$ cat config.mk
export PLATFORM = sky130hd
export DESIGN_NAME = gpp_port
export DESIGN_NICKNAME = d
export VERILOG_FILES = /design/src/hw/gpp_port.v /design/src/hw/gpp_trig.v /design/src/hw/gpp_apb.v
export VERILOG_INCLUDE_DIRS = /design/src /design/src/hw
export SDC_FILE = /design/constraint.sdc
export NUM_CORES = 1
export LEC_CHECK = 0
export ABC_AREA = 1
export BUFFER_PORTS_ARGS = -buffer_cell sky130_fd_sc_hd__buf_4
export CAP_MARGIN = 0
export CORE_AREA = 3 3 190 192
export CTS_BUF_LIST = sky130_fd_sc_hd__clkbuf_2
export CTS_CLUSTER_DIAMETER = 40
export CTS_CLUSTER_SIZE = 8
export DETAILED_ROUTE_END_ITERATION = 10
export DIE_AREA = 0 0 193 195
export GPL_TIMING_DRIVEN = 0
export PLACE_DENSITY = 0.44
export SYNTH_ARGS = -nofsm -noshare
export SYNTH_HDL_FRONTEND = slang
export SYNTH_SLANG_ARGS = --single-unit
$ cat constraint.sdc
create_clock -name clk -period 3.5 [get_ports clk]
set_input_delay 0 -clock clk [delete_from_list [all_inputs] [get_ports clk]]
set_output_delay 0 -clock clk [all_outputs]
set_load 0.005 [all_outputs]
$ cat src/hw/gpp_defs.vh
`ifndef GPP_DEFS_VH
`define GPP_DEFS_VH
// ==========================================================
// register byte offsets (data window spans 0x000..0x3fc)
`define GPP_DATA_BASE 12'h000
`define GPP_DIR 12'h400
`define GPP_HWSEL 12'h404
`define GPP_TRIG_BASE 12'h408
`define GPP_PADEN 12'h40c
`define GPP_ODEN 12'h410
`define GPP_PULLUP 12'h414
`define GPP_PULLDN 12'h418
`define GPP_DRIVE 12'h41c
`define GPP_SLEW 12'h420
`define GPP_IMASK 12'h424
`define GPP_RIS 12'h428
`define GPP_MIS 12'h42c
`define GPP_ICLR 12'h430
`define GPP_MODE_QUERY 12'h434
`define GPP_TRIG_QUERY 12'h438
// ==========================================================
// mode codes
`define GPP_MODE_IN 2'h0
`define GPP_MODE_OUT 2'h1
`define GPP_MODE_HW 2'h2
// trigger codes
`define GPP_TRIG_FALL 3'h0
`define GPP_TRIG_RISE 3'h1
`define GPP_TRIG_BOTH 3'h2
`define GPP_TRIG_LOW 3'h3
`define GPP_TRIG_HIGH 3'h4
// drive codes
`define GPP_DRV_2MA 2'h0
`define GPP_DRV_4MA 2'h1
`define GPP_DRV_8MA 2'h2
// ==========================================================
// field positions and reset values
`define GPP_MASK_LSB 2
`define GPP_IDX_LSB 0
`define GPP_RST_BYTE 8'h00
`define GPP_RST_DRV 16'h0000
`define GPP_RST_TRIG 24'h000000
`endif

$ cat src/hw/gpp_port.v
`include "gpp_defs.vh"
module gpp_port #(
  parameter NPINS = 8,
  parameter [7:0] PERIPH_PRESENT = 8'hff
) (
  clk,
  nrst,
  psel,
  penable,
  pwrite,
  paddr,
  pwdata,
  prdata,
  pready,
  pslverr,
  pin_in,
  pin_out,
  pin_oe,
  pull_up_en,
  pull_dn_en,
  drive_sel,
  slew_en,
  periph_out,
  periph_oe,
  periph_in,
  irq
);
  input wire clk;
  input wire nrst;
  input wire psel;
  input wire penable;
  input wire pwrite;
  input wire [11:0] paddr;
  input wire [31:0] pwdata;
  output reg [31:0] prdata;
  output wire pready;
  output reg pslverr;
  input wire [7:0] pin_in;
  output reg [7:0] pin_out;
  output reg [7:0] pin_oe;
  output reg [7:0] pull_up_en;
  output reg [7:0] pull_dn_en;
  output reg [15:0] drive_sel;
  output reg [7:0] slew_en;
  input wire [7:0] periph_out;
  input wire [7:0] periph_oe;
  output reg [7:0] periph_in;
  output reg irq;

  // ==========================================================
  // state
  reg [7:0] dout_q, dir_q, hw_q, paden_q, od_q, pu_q, pd_q;
  reg [7:0] slew_q, imask_q, icl_q;
  reg [15:0] drv_q;
  reg [23:0] trig_q;
  reg [2:0] qidx_m_q;
  reg [2:0] qidx_t_q;
  wire [7:0] present;
  wire [7:0] ris;
  wire [7:0] pad_in;
  wire [7:0] arm;
  wire wr_stb, rd_stb;
  wire is_data;
  wire [7:0] sel_mask;
  reg [31:0] rd_d;
  reg err_d;
  integer i;
  integer j;

  // ==========================================================
  // functions
  function [1:0] mode_code;
    input d;
    input h;
    begin
      if (h)
        mode_code = `GPP_MODE_HW;
      else if (d)
        mode_code = `GPP_MODE_OUT;
      else
        mode_code = `GPP_MODE_IN;
    end
  endfunction

  function [7:0] merge;
    input [7:0] old;
    input [7:0] val;
    input [7:0] m;
    begin
      merge = (old & ~m) | (val & m);
    end
  endfunction

  // ==========================================================
  // bus handshake
  gpp_apb u_apb (
    .clk(clk),
    .nrst(nrst),
    .psel(psel),
    .penable(penable),
    .pready(pready),
    .wr_stb(wr_stb),
    .rd_stb(rd_stb)
  );

  assign present = (NPINS >= 8) ? 8'hff :
    ((8'h01 << NPINS) - 8'h01);
  assign is_data = (paddr < `GPP_DIR);
  assign sel_mask = paddr[9:2] & present;
  // unpadded pins read as zero, keeping stale levels out
  assign pad_in = pin_in & paden_q & present;
  // only padded sw inputs are armed: a low-level trigger fed a
  // forced zero on an unpadded pin would latch forever
  assign arm = paden_q & ~dir_q & ~hw_q & present;

  // ==========================================================
  // trigger units
  genvar g;
  generate
    for (g = 0; g < 8; g = g + 1) begin : g_trig
      gpp_trig u_trig (
        .clk(clk),
        .nrst(nrst),
        .pin_in(pad_in[g]),
        .trig_code(arm[g] ? trig_q[3*g +: 3] : 3'h7),
        .clr(icl_q[g]),
        .latched(ris[g])
      );
    end
  endgenerate

  // ==========================================================
  // register writes
  always @(posedge clk) begin
    if (!nrst) begin
      dout_q <= `GPP_RST_BYTE;
      dir_q <= `GPP_RST_BYTE;
      hw_q <= `GPP_RST_BYTE;
      paden_q <= `GPP_RST_BYTE;
      od_q <= `GPP_RST_BYTE;
      pu_q <= `GPP_RST_BYTE;
      pd_q <= `GPP_RST_BYTE;
      slew_q <= `GPP_RST_BYTE;
      drv_q <= `GPP_RST_DRV;
      trig_q <= `GPP_RST_TRIG;
      imask_q <= `GPP_RST_BYTE;
      icl_q <= `GPP_RST_BYTE;
      qidx_m_q <= 3'h0;
      qidx_t_q <= 3'h0;
    end else begin
      icl_q <= 8'h00;
      if (wr_stb && pwrite) begin
        if (is_data)
          dout_q <= merge(dout_q, pwdata[7:0], sel_mask);
        else if (paddr == `GPP_DIR)
          dir_q <= pwdata[7:0] & present;
        else if (paddr == `GPP_HWSEL)
          hw_q <= pwdata[7:0] & present;
        else if (paddr == `GPP_TRIG_BASE) begin
          // begin/end keeps the next else on the decode chain
          for (i = 0; i < 8; i = i + 1)
            if (pwdata[8+i] && pwdata[2:0] <= `GPP_TRIG_HIGH)
              trig_q[3*i +: 3] <= pwdata[2:0];
        end else if (paddr == `GPP_PADEN)
          paden_q <= pwdata[7:0] & present;
        else if (paddr == `GPP_ODEN)
          od_q <= pwdata[7:0] & present;
        else if (paddr == `GPP_PULLUP) begin
          pu_q <= pwdata[7:0] & present;
          pd_q <= pd_q & ~pwdata[7:0];
        end else if (paddr == `GPP_PULLDN) begin
          pd_q <= pwdata[7:0] & present;
          pu_q <= pu_q & ~pwdata[7:0];
        end else if (paddr == `GPP_DRIVE) begin
          // code in bits 1:0, pin mask in bits 15:8; code 3 refused
          for (i = 0; i < 8; i = i + 1)
            if (pwdata[8+i] && pwdata[1:0] != 2'h3)
              drv_q[2*i +: 2] <= pwdata[1:0];
        end else if (paddr == `GPP_SLEW)
          slew_q <= pwdata[7:0] & present;
        else if (paddr == `GPP_IMASK)
          imask_q <= pwdata[7:0] & present;
        else if (paddr == `GPP_ICLR)
          icl_q <= pwdata[7:0];
        else if (paddr == `GPP_MODE_QUERY)
          qidx_m_q <= pwdata[2:0];
        else if (paddr == `GPP_TRIG_QUERY)
          qidx_t_q <= pwdata[2:0];
      end
    end
  end

  // ==========================================================
  // read mux
  always @* begin
    rd_d = 32'h00000000;
    err_d = 1'b0;
    if (is_data)
      rd_d = {24'h000000, pad_in & sel_mask};
    else if (paddr == `GPP_DIR)
      rd_d = {24'h000000, dir_q};
    else if (paddr == `GPP_HWSEL)
      rd_d = {24'h000000, hw_q};
    else if (paddr == `GPP_PADEN)
      rd_d = {24'h000000, paden_q};
    else if (paddr == `GPP_ODEN)
      rd_d = {24'h000000, od_q};
    else if (paddr == `GPP_PULLUP)
      rd_d = {24'h000000, pu_q};
    else if (paddr == `GPP_PULLDN)
      rd_d = {24'h000000, pd_q};
    else if (paddr == `GPP_DRIVE)
      rd_d = {16'h0000, drv_q};
    else if (paddr == `GPP_SLEW)
      rd_d = {24'h000000, slew_q};
    else if (paddr == `GPP_IMASK)
      rd_d = {24'h000000, imask_q};
    else if (paddr == `GPP_RIS)
      rd_d = {24'h000000, ris};
    else if (paddr == `GPP_MIS)
      rd_d = {24'h000000, ris & imask_q};
    else if (paddr == `GPP_ICLR || paddr == `GPP_TRIG_BASE)
      rd_d = 32'h00000000;
    else if (paddr == `GPP_MODE_QUERY)
      rd_d = {27'h0000000, qidx_m_q,
        mode_code(dir_q[qidx_m_q], hw_q[qidx_m_q])};
    else if (paddr == `GPP_TRIG_QUERY)
      rd_d = {26'h0000000, qidx_t_q,
        trig_q[3*qidx_t_q +: 3]};
    else
      err_d = 1'b1;
  end

  always @(posedge clk) begin
    if (!nrst) begin
      prdata <= 32'h00000000;
      pslverr <= 1'b0;
    end else if (rd_stb) begin
      prdata <= pwrite ? 32'h00000000 : rd_d;
      pslverr <= err_d;
    end
  end

  // ==========================================================
  // pad side: everything registered so pins never glitch
  always @(posedge clk) begin
    if (!nrst) begin
      pin_out <= 8'h00;
      pin_oe <= 8'h00;
      pull_up_en <= 8'h00;
      pull_dn_en <= 8'h00;
      drive_sel <= `GPP_RST_DRV;
      slew_en <= 8'h00;
      periph_in <= 8'h00;
      irq <= 1'b0;
    end else begin
      for (j = 0; j < 8; j = j + 1) begin
        if (hw_q[j] && !PERIPH_PRESENT[j]) begin
          pin_out[j] <= 1'b0;
          pin_oe[j] <= 1'b0;
        end else if (hw_q[j]) begin
          pin_out[j] <= periph_out[j] & ~od_q[j];
          pin_oe[j] <= paden_q[j] & periph_oe[j] &
            (~od_q[j] | ~periph_out[j]);
        end else begin
          // open drain only ever drives low
          pin_out[j] <= dout_q[j] & ~od_q[j];
          pin_oe[j] <= paden_q[j] & dir_q[j] &
            (~od_q[j] | ~dout_q[j]);
        end
        slew_en[j] <= slew_q[j] &
          (drv_q[2*j +: 2] == `GPP_DRV_8MA);
      end
      pull_up_en <= pu_q & paden_q;
      pull_dn_en <= pd_q & paden_q;
      drive_sel <= drv_q;
      periph_in <= pad_in & hw_q & PERIPH_PRESENT;
      irq <= |(ris & imask_q);
    end
  end
endmodule // gpp_port

$ cat src/hw/gpp_trig.v
`include "gpp_defs.vh"
module gpp_trig (
  clk,
  nrst,
  pin_in,
  trig_code,
  clr,
  latched
);
  input wire clk;
  input wire nrst;
  input wire pin_in;
  input wire [2:0] trig_code;
  input wire clr;
  output reg latched;
  reg prev_q;
  reg hit;
  // ==========================================================
  // event detect
  always @* begin
    case (trig_code)
      `GPP_TRIG_FALL: hit = prev_q & ~pin_in;
      `GPP_TRIG_RISE: hit = ~prev_q & pin_in;
      `GPP_TRIG_BOTH: hit = prev_q ^ pin_in;
      `GPP_TRIG_LOW: hit = ~pin_in;
      `GPP_TRIG_HIGH: hit = pin_in;
      default: hit = 1'b0;
    endcase
  end
  // set wins over a clear in the same cycle
  always @(posedge clk) begin
    if (!nrst) begin
      prev_q <= 1'b0;
      latched <= 1'b0;
    end else begin
      prev_q <= pin_in;
      latched <= hit | (latched & ~clr);
    end
  end
endmodule // gpp_trig

$ cat src/hw/gpp_apb.v
`include "gpp_defs.vh"
module gpp_apb (
  clk,
  nrst,
  psel,
  penable,
  pready,
  wr_stb,
  rd_stb
);
  input wire clk;
  input wire nrst;
  input wire psel;
  input wire penable;
  output reg pready;
  output wire wr_stb;
  output wire rd_stb;
  // one wait state: pready rises in the second access cycle
  always @(posedge clk) begin
    if (!nrst) begin
      pready <= 1'b0;
    end else begin
      pready <= psel & penable & ~pready;
    end
  end
  assign wr_stb = psel & penable & pready;
  assign rd_stb = psel & penable & ~pready;
endmodule // gpp_apb

# --- Word-level counts from Yosys, hierarchy flattened ---
# Cells that the tools add are included.
op_classes:
  n_mul: 1
  magnitude_cmp: 3
  eq_ne: 56
  shifts: 1
  muxes: 73
  bitwise_logic: 196
  reduce_logical: 55
ops:
  columns: ["operator", "n"]
  rows:
  - ["12-bit by 11-bit == test with 1-bit output, second input constant", 15]
  - ["16-bit two-way mux", 8]
  - ["11-bit AND reduction", 9]
  - ["8-bit AND", 12]
  - ["1-bit AND", 83]
  - ["8-bit two-way mux", 8]
  - ["1-bit inverter", 64]
  - ["6-bit AND reduction", 9]
  - ["3-bit by 2-bit == test with 1-bit output, second input constant", 16]
  - ["1-bit case mux with 5 select lines", 8]
  - ["1-bit two-way mux", 34]
  - ["32-bit two-way mux", 1]
  - ["8-bit inverter", 4]
  - ["3-bit by 1-bit == test with 1-bit output, second input constant", 8]
  - ["3-bit == test, second input constant", 8]
  - ["3-bit zero test", 8]
  - ["3-bit two-way mux", 8]
  - ["1-bit bitwise OR", 24]
  - ["24-bit by 6-bit variable part select with 3-bit output", 1]
  - ["6-bit two-way mux", 3]
  - ["1-bit logical AND", 17]
  - ["2-bit == test, second input constant", 8]
  - ["15-bit AND reduction", 1]
  - ["14-bit AND reduction", 1]
  - ["other kinds (19)", 27]
word_totals:
  register_bits: 241
  input_bits: 73
  out_inout_bits: 99

# --- Longest topological paths before layout ---
# Gate-level depths: netlist (run 1).
logic_depth:
  word_depth: 19
  ltp_mapped: 19

# --- Cells and area by module ---
# Synthesis (run 1) repeated with hierarchy kept, for this count alone.
hier_totals:
  cells_unflattened: 1540
  area_unflattened_um2: 10916.7
modules_own_cells:
  columns: ["module", "instances", "cells_each", "area_each_um2"]
  rows:
  - ["gpp_port", 1, 1316, 9570.4]
  - ["gpp_trig", 8, 27, 161.4]
  - ["gpp_apb", 1, 8, 55.1]

# --- Least setup slack after synthesis (run 1) ---
# Ideal clock, no wire load.
synth_timing:
  path_type: "reg-to-reg"
  startpoint: "register qidx_t_q[1]"
  endpoint: "register prdata[1]"
  setup_ns: 0.132
  arrival_time_ns: 1.581
  required_time_ns: 3.368
  path_slack_ns: 1.787
  stages_incl_launch_ff: 19
  n_path_buf: 1
  period_less_slack_ns: 1.713
  path_cell_list: "dfxtp_1 clkbuf_1 inv_1 a21oi_1 o21ai_0 o21ai_0 nand2_1 nand3_1 nand2_1 nor2_1 o211ai_1 nand2_1 nand2_1 nand2_1 nand2_1 nand2_1 nand2_1 nand2_1 a21oi_1"
synth_via:
  elab_chain_cells: 18
synth_lines:
  columns: ["element", "line_no", "rtl"]
  rows:
  - ["start: declaration", "gpp_port.v:57", "reg [2:0] qidx_t_q;"]
  - ["start signal: assignment", "gpp_port.v:188", "qidx_t_q <= pwdata[2:0];"]
  - ["2-bit by 3-bit multiplier with 5-bit output", "gpp_port.v:229", "trig_q[3*qidx_t_q +: 3]};"]
  - ["24-bit by 6-bit variable part select with 3-bit output", "gpp_port.v:229", null]
  - ["6-bit two-way mux", "gpp_port.v:227", "else if (paddr == `GPP_TRIG_QUERY)"]
  - ["6-bit two-way mux", "gpp_port.v:224", "else if (paddr == `GPP_MODE_QUERY)"]
  - ["6-bit two-way mux", "gpp_port.v:222", "else if (paddr == `GPP_ICLR || paddr == `GPP_TRIG_BASE)"]
  - ["8-bit two-way mux", "gpp_port.v:220", "else if (paddr == `GPP_MIS)"]
  - ["8-bit two-way mux", "gpp_port.v:218", "else if (paddr == `GPP_RIS)"]
  - ["8-bit two-way mux", "gpp_port.v:216", "else if (paddr == `GPP_IMASK)"]
  - ["[2 not listed]", null, null]
  - ["16-bit two-way mux", "gpp_port.v:210", "else if (paddr == `GPP_PULLDN)"]
  - ["16-bit two-way mux", "gpp_port.v:208", "else if (paddr == `GPP_PULLUP)"]
  - ["16-bit two-way mux", "gpp_port.v:206", "else if (paddr == `GPP_ODEN)"]
  - ["16-bit two-way mux", "gpp_port.v:204", "else if (paddr == `GPP_PADEN)"]
  - ["16-bit two-way mux", "gpp_port.v:202", "else if (paddr == `GPP_HWSEL)"]
  - ["16-bit two-way mux", "gpp_port.v:200", "else if (paddr == `GPP_DIR)"]
  - ["16-bit two-way mux", "gpp_port.v:198", "if (is_data)"]
  - ["32-bit two-way mux", "gpp_port.v:239", "prdata <= pwrite ? 32'h00000000 : rd_d;"]
  - ["end signal: assignment", "gpp_port.v:239", null]
  - ["end: declaration", "gpp_port.v:35", "output reg [31:0] prdata;"]
# No other way between the ends.
# A chain may end at the register's enable or synchronous reset.

==> results of run 1 <==
==> worst min path at each step <==
stage                        startpoint                                 end  slack, ps
after detailed placement  periph_out[3]               pin_out[3]$_SDFF_PN0_        280
after CTS                        pwrite              prdata[6]$_SDFFE_PN0P_          3
after global placement    periph_out[7]               pin_out[7]$_SDFF_PN0_        280
after global routing          pin_in[2]             periph_in[2]$_SDFF_PN0_         40
after floorplan           periph_out[3]               pin_out[3]$_SDFF_PN0_        150
final                         pin_in[2]  g_trig[2].u_trig.prev_q$_SDFF_PN0_         60
==> repair_timing <==
item	CTS	global route
gates resized for setup	0	11
hold buffers	107	1
endpoints found under the hold margin	197	3
setup endpoints to repair	0	50
==> worst max-delay path, delay by kind of cell (launching register included) <==
| kind | cells | cell delay [ps] |
|---|---|---|
| buf+inv | 3 | 1910 |
| simple gates | 4 | 830 |
| flops | 1 | 390 |
| compound gates | 1 | 50 |
==> metrics by stage <==
stage	area [µm²]	utilization	power, W	worst slack, ps
2_1_floorplan	9990	-	0.00272	1790
3_3_place_gp	11600	0.336	0.00289	976
3_5_place_dp	11600	0.336	0.00289	981
4_1_cts	13100	0.381	0.00481	45.2
5_1_grt	13200	0.382	0.00495	97.3
6_report	13200	0.382	0.00476	253
==> kinds of logic after synthesis <==
group,Yosys count,share of synthesized area
AND/OR/NAND/NOR,464,0.206
AO/OA/AOI/OAI,401,0.221
buffers and inverters,236,0.0988
flip-flops,225,0.453
adder cells (fa/ha/maj),16,0.0201
other,1,0.000377
==> area by class of cell <==
| type | instances | area (µm²) |
|---|---|---|
| Antenna cell | 2 | 5.00 |
| Buffer | 60 | 312 |
| Clock buffer | 49 | 245 |
| Clock inverter | 25 | 233 |
| Fill cell | 3789 | 21300 |
| Inverter | 176 | 673 |
| Multi-Input combinational cell | 897 | 4560 |
| Sequential cell | 225 | 4500 |
| Tap cell | 455 | 569 |
| Timing Repair Buffer | 244 | 2100 |
==> registers in the layout, indices dropped and copies added (netlist names), 16 cells and up, named ones only <==
register and cells:
trig_q 24, drive_sel 16, drv_q 16, prdata 16
==> power by group through the flow <==
stage | clock (W) | sequential (W) | combinational [W]
final | 0.00185 | 0.00257 | 0.000351
after global routing | 0.00201 | 0.00257 | 0.000371
after CTS | 0.00190 | 0.00257 | 0.000348
after detailed placement | 0 | 0.00262 | 0.000265
after global placement | 0 | 0.00262 | 0.000265
after floorplan | 0 | 0.00262 | 0.000102
==> layer usage <==
layer / GRT usage / part of all wire / wire (µm) / up-vias
met1: 0.341 / 0.46 / 20900 / 5061
met4: 0.0688 / 0.028 / 1300 / 0
met3: 0.0336 / 0.062 / 2810 / 77
met2: 0.377 / 0.45 / 20600 / 412
li1: - / - / - / 5092
met5: 0 / 0 / 0 / -
==> cell usage after synthesis (2+ instances only) <==
cell type,count
nor3b_1,2
nand4_1,9
nor2_2,12
a21oi_1,171
dfxtp_1,225
o31ai_1,2
clkinv_1,6
o221ai_1,2
inv_4,2
o21ai_0,128
a211oi_1,28
inv_2,14
ha_1,16
nand2_2,5
nor2_1,119
nor3_2,9
nor4_1,2
nand2_1,217
clkbuf_1,32
buf_1,3
o211ai_1,13
a31oi_1,5
buf_4,17
o32ai_1,2
o22ai_1,19
o41ai_1,2
nand3_1,48
nor3_1,31
a221oi_1,4
o21ai_1,20
buf_2,6
nor2_4,6
buf_6,2
inv_1,153
==> impl_metrics.env, run 1 <==
export IMPL_status="finished with violations"
export IMPL_violations="design-rule violations"
export IMPL_die_x_um=193
export IMPL_relSlewSlack=0.303
export IMPL_wl_per_cell_um=21.4
export IMPL_via_per_inst=4.99
export IMPL_worstReg2RegStart="u_apb.pready$_SDFF_PN0_"
export IMPL_p_comb_frac=0.074
export IMPL_whs_ps=57.0
export IMPL_fin_nets=1737
export IMPL_ir_drop_mv=0.233
export IMPL_synthTopCellsByArea="dfxtp_1 45%, a21oi_1 8.6%, nand2_1 8.2%"
export IMPL_dpl_hpwl_um=34200
export IMPL_clkSinkCount=225
export IMPL_ys_ff_latch=225
export IMPL_syn_to_final_growth_pct=32.8
export IMPL_antenna_found_initial=2
export IMPL_port_buffers=138
export IMPL_initial_core_util=0.288
export IMPL_ys_types=45
export IMPL_syn_inst=1343
export IMPL_wl_um=45600
export IMPL_final_cells=2133
export IMPL_yosysTopAreaCell="dfxtp_1"
export IMPL_p_per_area_nw_per_um2=361
export IMPL_drv_cap=0
export IMPL_first_global_vias=10049
export IMPL_power_share_switching=0.281
export IMPL_postRouteAntennaNets=0
export IMPL_root_buffer="clkbuf_2"
export IMPL_gp_congestion=0.946
export IMPL_switchingPower_w=0.00134
export IMPL_synth_top_flop_cell="dfxtp_1"
export IMPL_yosysWarnings=0
export IMPL_final_common_cell="dfxtp_1"
export IMPL_critical_path_required_ps=4330
export IMPL_netlist_area_leader_share=0.453
export IMPL_cts_tree="yes"
export IMPL_worstSetupEndpointType="flip-flop"
export IMPL_fp_dieH_um=195
export IMPL_ff2ff_path_depth=8
export IMPL_period_share=0.928
export IMPL_seqPwrFrac=0.539
export IMPL_clk_path_buf_depth=3
export IMPL_setup_viol=0
export IMPL_worst_ep_arrival_time_ps=4070
export IMPL_tightest_slew_ps=1050
export IMPL_grt_overflow_total=0
export IMPL_crit_path_start_kind="flip-flop"
export IMPL_num_vias=10642
export IMPL_critPathSlowestCell="dlygate4sd3_1"
export IMPL_hold_viol_final=0
export IMPL_crit_start="u_apb.pready$_SDFF_PN0_"
export IMPL_synth_edf_count=0
export IMPL_r2r_setup_slack_ps=250
export IMPL_drive_gt1_frac=0.169
export IMPL_min_period_ps=3250
export IMPL_skew_ps=81.3
export IMPL_core_rowCount=68
export IMPL_cp_max_fo=7
export IMPL_drtIter0Drc=1046
export IMPL_synth_seq_area_share=0.453
export IMPL_power_report_internal_total_w=0.00342
export IMPL_grt_pass1_wl_um=66000
export IMPL_design_core_area_um2=34500
export IMPL_dieArea_um2=37600
export IMPL_critPathKind="flip-flop to flip-flop"
export IMPL_path_cells="nand4_1 -> dlygate4sd3_1 -> nor2_2 -> nand2_1 -> dlygate4sd3_1 -> nand2_1 -> a21oi_1 -> dlygate4sd3_1"
export IMPL_setup_tns_final_ps=0
export IMPL_p_leak_nw=5.42
export IMPL_synthArstFlopShare=0
export IMPL_post_cts_buffers=0
export IMPL_maxClockFrequency_mhz=308
export IMPL_grt_usage=0.239
export IMPL_max_stage_delay_ps=740
export IMPL_io_pins=172
export IMPL_numPlacedInstances=1951
export IMPL_most_common_layout_cells="225 x dfxtp_1, 217 x nand2_1, 171 x a21oi_1, 155 x buf_4, 153 x inv_1"
export IMPL_grt_start_max_net_pins=13
export IMPL_cts_buffers=44
export IMPL_drc=1
export IMPL_cts_htree_levels=2
export IMPL_slew_viol_final=0
export IMPL_drt_pass1_iterations=8
export IMPL_clock_latency_ps=940
export IMPL_synth_area_per_cell_um2=7.40
export IMPL_cts_clk_slew_worst_paths_ps=150
export IMPL_clkPwrFrac=0.388
export IMPL_rsz0062_at_grt="false"
export IMPL_crit_path_frequent_cell="dlygate4sd3_1"
export IMPL_syn_area_um2=9940
export IMPL_min_path_cells=4
export IMPL_hold_path_class="primary input to flip-flop"
Power figures use the tool's default switching activity.
==> run 2, diff against run 1 <==
--- a/config.mk
+++ b/config.mk
@@ -9,14 +9,14 @@
 export ABC_AREA = 1
 export BUFFER_PORTS_ARGS = -buffer_cell sky130_fd_sc_hd__buf_4
 export CAP_MARGIN = 0
-export CORE_AREA = 3 3 190 192
+export CORE_AREA = 3 3 196 198
 export CTS_BUF_LIST = sky130_fd_sc_hd__clkbuf_2
 export CTS_CLUSTER_DIAMETER = 40
 export CTS_CLUSTER_SIZE = 8
 export DETAILED_ROUTE_END_ITERATION = 10
-export DIE_AREA = 0 0 193 195
+export DIE_AREA = 0 0 199 201
 export GPL_TIMING_DRIVEN = 0
-export PLACE_DENSITY = 0.44
+export PLACE_DENSITY = 0.42
 export SYNTH_ARGS = -nofsm -noshare
 export SYNTH_HDL_FRONTEND = slang
 export SYNTH_SLANG_ARGS = --single-unit
==> run 2 against run 1 <==
- the run now ends clean
- non-clock buffer count up 30
- first-iteration DRC count down 8.7%
- highest routed layer unchanged
- sequential share of layout area down 0.86 points
- largest cell class unchanged
- combinational power up 6.0%
- design area up 2.6%
- global-route usage down 0.98 points
- critical path depth up 9
- largest power group unchanged
- clock skew up 23 ps
==> impl_metrics.env, run 2 (synthesis gave the netlist of run 1 again) <==
export IMPL_p_per_area_nw_per_um2=359
export IMPL_n_fill_cell=3938
export IMPL_cts_htree_levels=2
export IMPL_setup_viol=0
export IMPL_largest_register_ffs=24
export IMPL_drc=0
export IMPL_die_x_um=199
export IMPL_dpl_hpwl_um=34500
export IMPL_status="completed"
export IMPL_clock_latency_ps=990
export IMPL_top_register="trig_q"
export IMPL_hold_viol_final=0
export IMPL_p_leak_nw=5.57
export IMPL_port_buffers=138
export IMPL_min_path_cells=5
export IMPL_critical_path_required_ps=4390
export IMPL_seqPwrFrac=0.528
export IMPL_skew_ps=104
export IMPL_hold_path_class="primary input to flip-flop"
export IMPL_numPlacedInstances=1964
export IMPL_crit_start="paddr[9]"
export IMPL_antenna_found_initial=1
export IMPL_ff2ff_path_depth=7
export IMPL_r2r_setup_slack_ps=490
export IMPL_dr_wl_met3_um=2830
export IMPL_syn_to_final_growth_pct=36.2
export IMPL_grt_usage=0.229
export IMPL_clkPwrFrac=0.395
export IMPL_drtIter0Drc=955
export IMPL_wl_um=46000
export IMPL_final_cells=2180
export IMPL_fp_dieH_um=201
export IMPL_ir_drop_mv=0.159
export IMPL_worstSetupEndpointType="flip-flop"
export IMPL_drt_pass1_iterations=5
export IMPL_regArea_um2=4500
export IMPL_drive_gt1_frac=0.169
export IMPL_via_per_inst=4.85
export IMPL_wl_met2_um=20200
export IMPL_drt_met1_wl_um=21400
export IMPL_maxClockFrequency_mhz=301
export IMPL_postRouteAntennaNets=0
export IMPL_design_core_area_um2=36700
export IMPL_root_buffer="clkbuf_2"
export IMPL_clk_path_buf_depth=3
export IMPL_grt_overflow_total=0
export IMPL_worst_ep_arrival_time_ps=4220
export IMPL_initial_core_util=0.271
export IMPL_setup_tns_final_ps=0
export IMPL_io_pins=172
export IMPL_grt_pass1_wl_um=68100
export IMPL_cp_max_fo=8
export IMPL_multi_input_area_um2=4560
export IMPL_dieArea_um2=40000
export IMPL_slew_viol_final=0
export IMPL_cts_tree="yes"
export IMPL_num_vias=10582
export IMPL_most_common_layout_cells="225 x dfxtp_1, 217 x nand2_1, 171 x a21oi_1, 155 x buf_4, 153 x inv_1"
export IMPL_cts_clk_slew_worst_paths_ps=130
export IMPL_switchingPower_w=0.00137
export IMPL_clkSinkCount=225
export IMPL_first_global_vias=10558
export IMPL_min_period_ps=3330
export IMPL_wl_per_cell_um=21.1
export IMPL_min_from="pwdata[8]"
export IMPL_final_common_cell="dfxtp_1"
export IMPL_rsz0062_at_grt="false"
export IMPL_power_share_switching=0.281
export IMPL_crit_path_start_kind="primary input"
export IMPL_tightest_slew_ps=1150
export IMPL_p_comb_frac=0.077
export IMPL_relSlewSlack=0.223
export IMPL_gp_congestion=0.912
export IMPL_power_report_internal_total_w=0.00349
export IMPL_holdPathEnd="trig_q[1]$_SDFFE_PN0P_"
export IMPL_whs_ps=125
export IMPL_grt_start_max_net_pins=13
export IMPL_cts_buffers=45
export IMPL_worstReg2RegStart="u_apb.pready$_SDFF_PN0_"
export IMPL_highest_layer="met4"
export IMPL_core_rowCount=70
export IMPL_drv_cap=0
export IMPL_critPathKind="primary input to flip-flop"
export IMPL_fin_nets=1768
export IMPL_post_cts_buffers=0
export IMPL_period_share=0.951
==> run 2: per-layer routing <==
| metal | vias up | global-route usage |
|---|---|---|
| met2 | 372 | 0.353 |
| met1 | 4976 | 0.321 |
| met3 | 76 | 0.0373 |
| met5 | - | 0 |
| met4 | 0 | 0.0879 |
| li1 | 5158 | - |
==> run 2: worst max-delay path, cell delays in order <==
cell and delay, ps:
dlygate4sd3_1 540, buf_4 150, dlygate4sd3_1 590, inv_1 90, nand2_1 50, dlygate4sd3_1 550
nor2_1 270, nand3_1 260, nor2_4 220, inv_1 160, nand2_1 170, nand2_2 130
nor2_2 130, inv_2 110, dlygate4sd3_1 630, nand2_1 80, a21oi_1 50
==> run 2: how the worst max path moves through the flow <==
| stage | to | cells after the start | slack [ps] |
|---|---|---|---|
| after global placement | od_q[6]$_SDFFE_PN0P_ | 9 | 900 |
| after floorplan | prdata[1]$_SDFFE_PN0P_ | 18 | 1790 |
| final | pd_q[1]$_SDFFE_PN0P_ | 17 | 170 |
| after detailed placement | od_q[6]$_SDFFE_PN0P_ | 9 | 870 |
| after global routing | prdata[0]$_SDFFE_PN0P_ | 23 | 80 |
| after CTS | pd_q[1]$_SDFFE_PN0P_ | 18 | 30 |
==> run 2: cell type report <==
class,count,share of cell area
multi-input cells,897,0.337
inverters,176,0.0495
clock inverters,23,0.0170
flip-flops and latches,225,0.333
plain buffers,60,0.0230
repair buffers,274,0.177
clock buffers,56,0.0207
diodes,1,0.000185
well taps,468,0.0432
==> run 2: timing repair <==
action	CTS	global route
resized for setup	0	9
hold endpoints to repair	205	5
setup endpoints to repair	0	40
hold buffers	136	1
==> run 2: power groups by stage <==
stage                     sequential, W  clock [W]  combinational (W)
after CTS                       0.00257    0.00199           0.000368
after detailed placement        0.00262          0           0.000263
after global routing            0.00257    0.00209           0.000396
final                           0.00257    0.00192           0.000372
after floorplan                 0.00262          0           0.000102
after global placement          0.00262          0           0.000264
==> run 2: metrics by stage <==
stage	cell area [µm²]	worst slack, ps	total power [W]	util
floorplan	9990	1790	0.00272	-
global placement	11600	896	0.00289	0.317
detailed placement	11600	873	0.00289	0.317
CTS	13500	26.2	0.00493	0.368
global route	13500	83.5	0.00506	0.369
finish	13500	173	0.00486	0.369
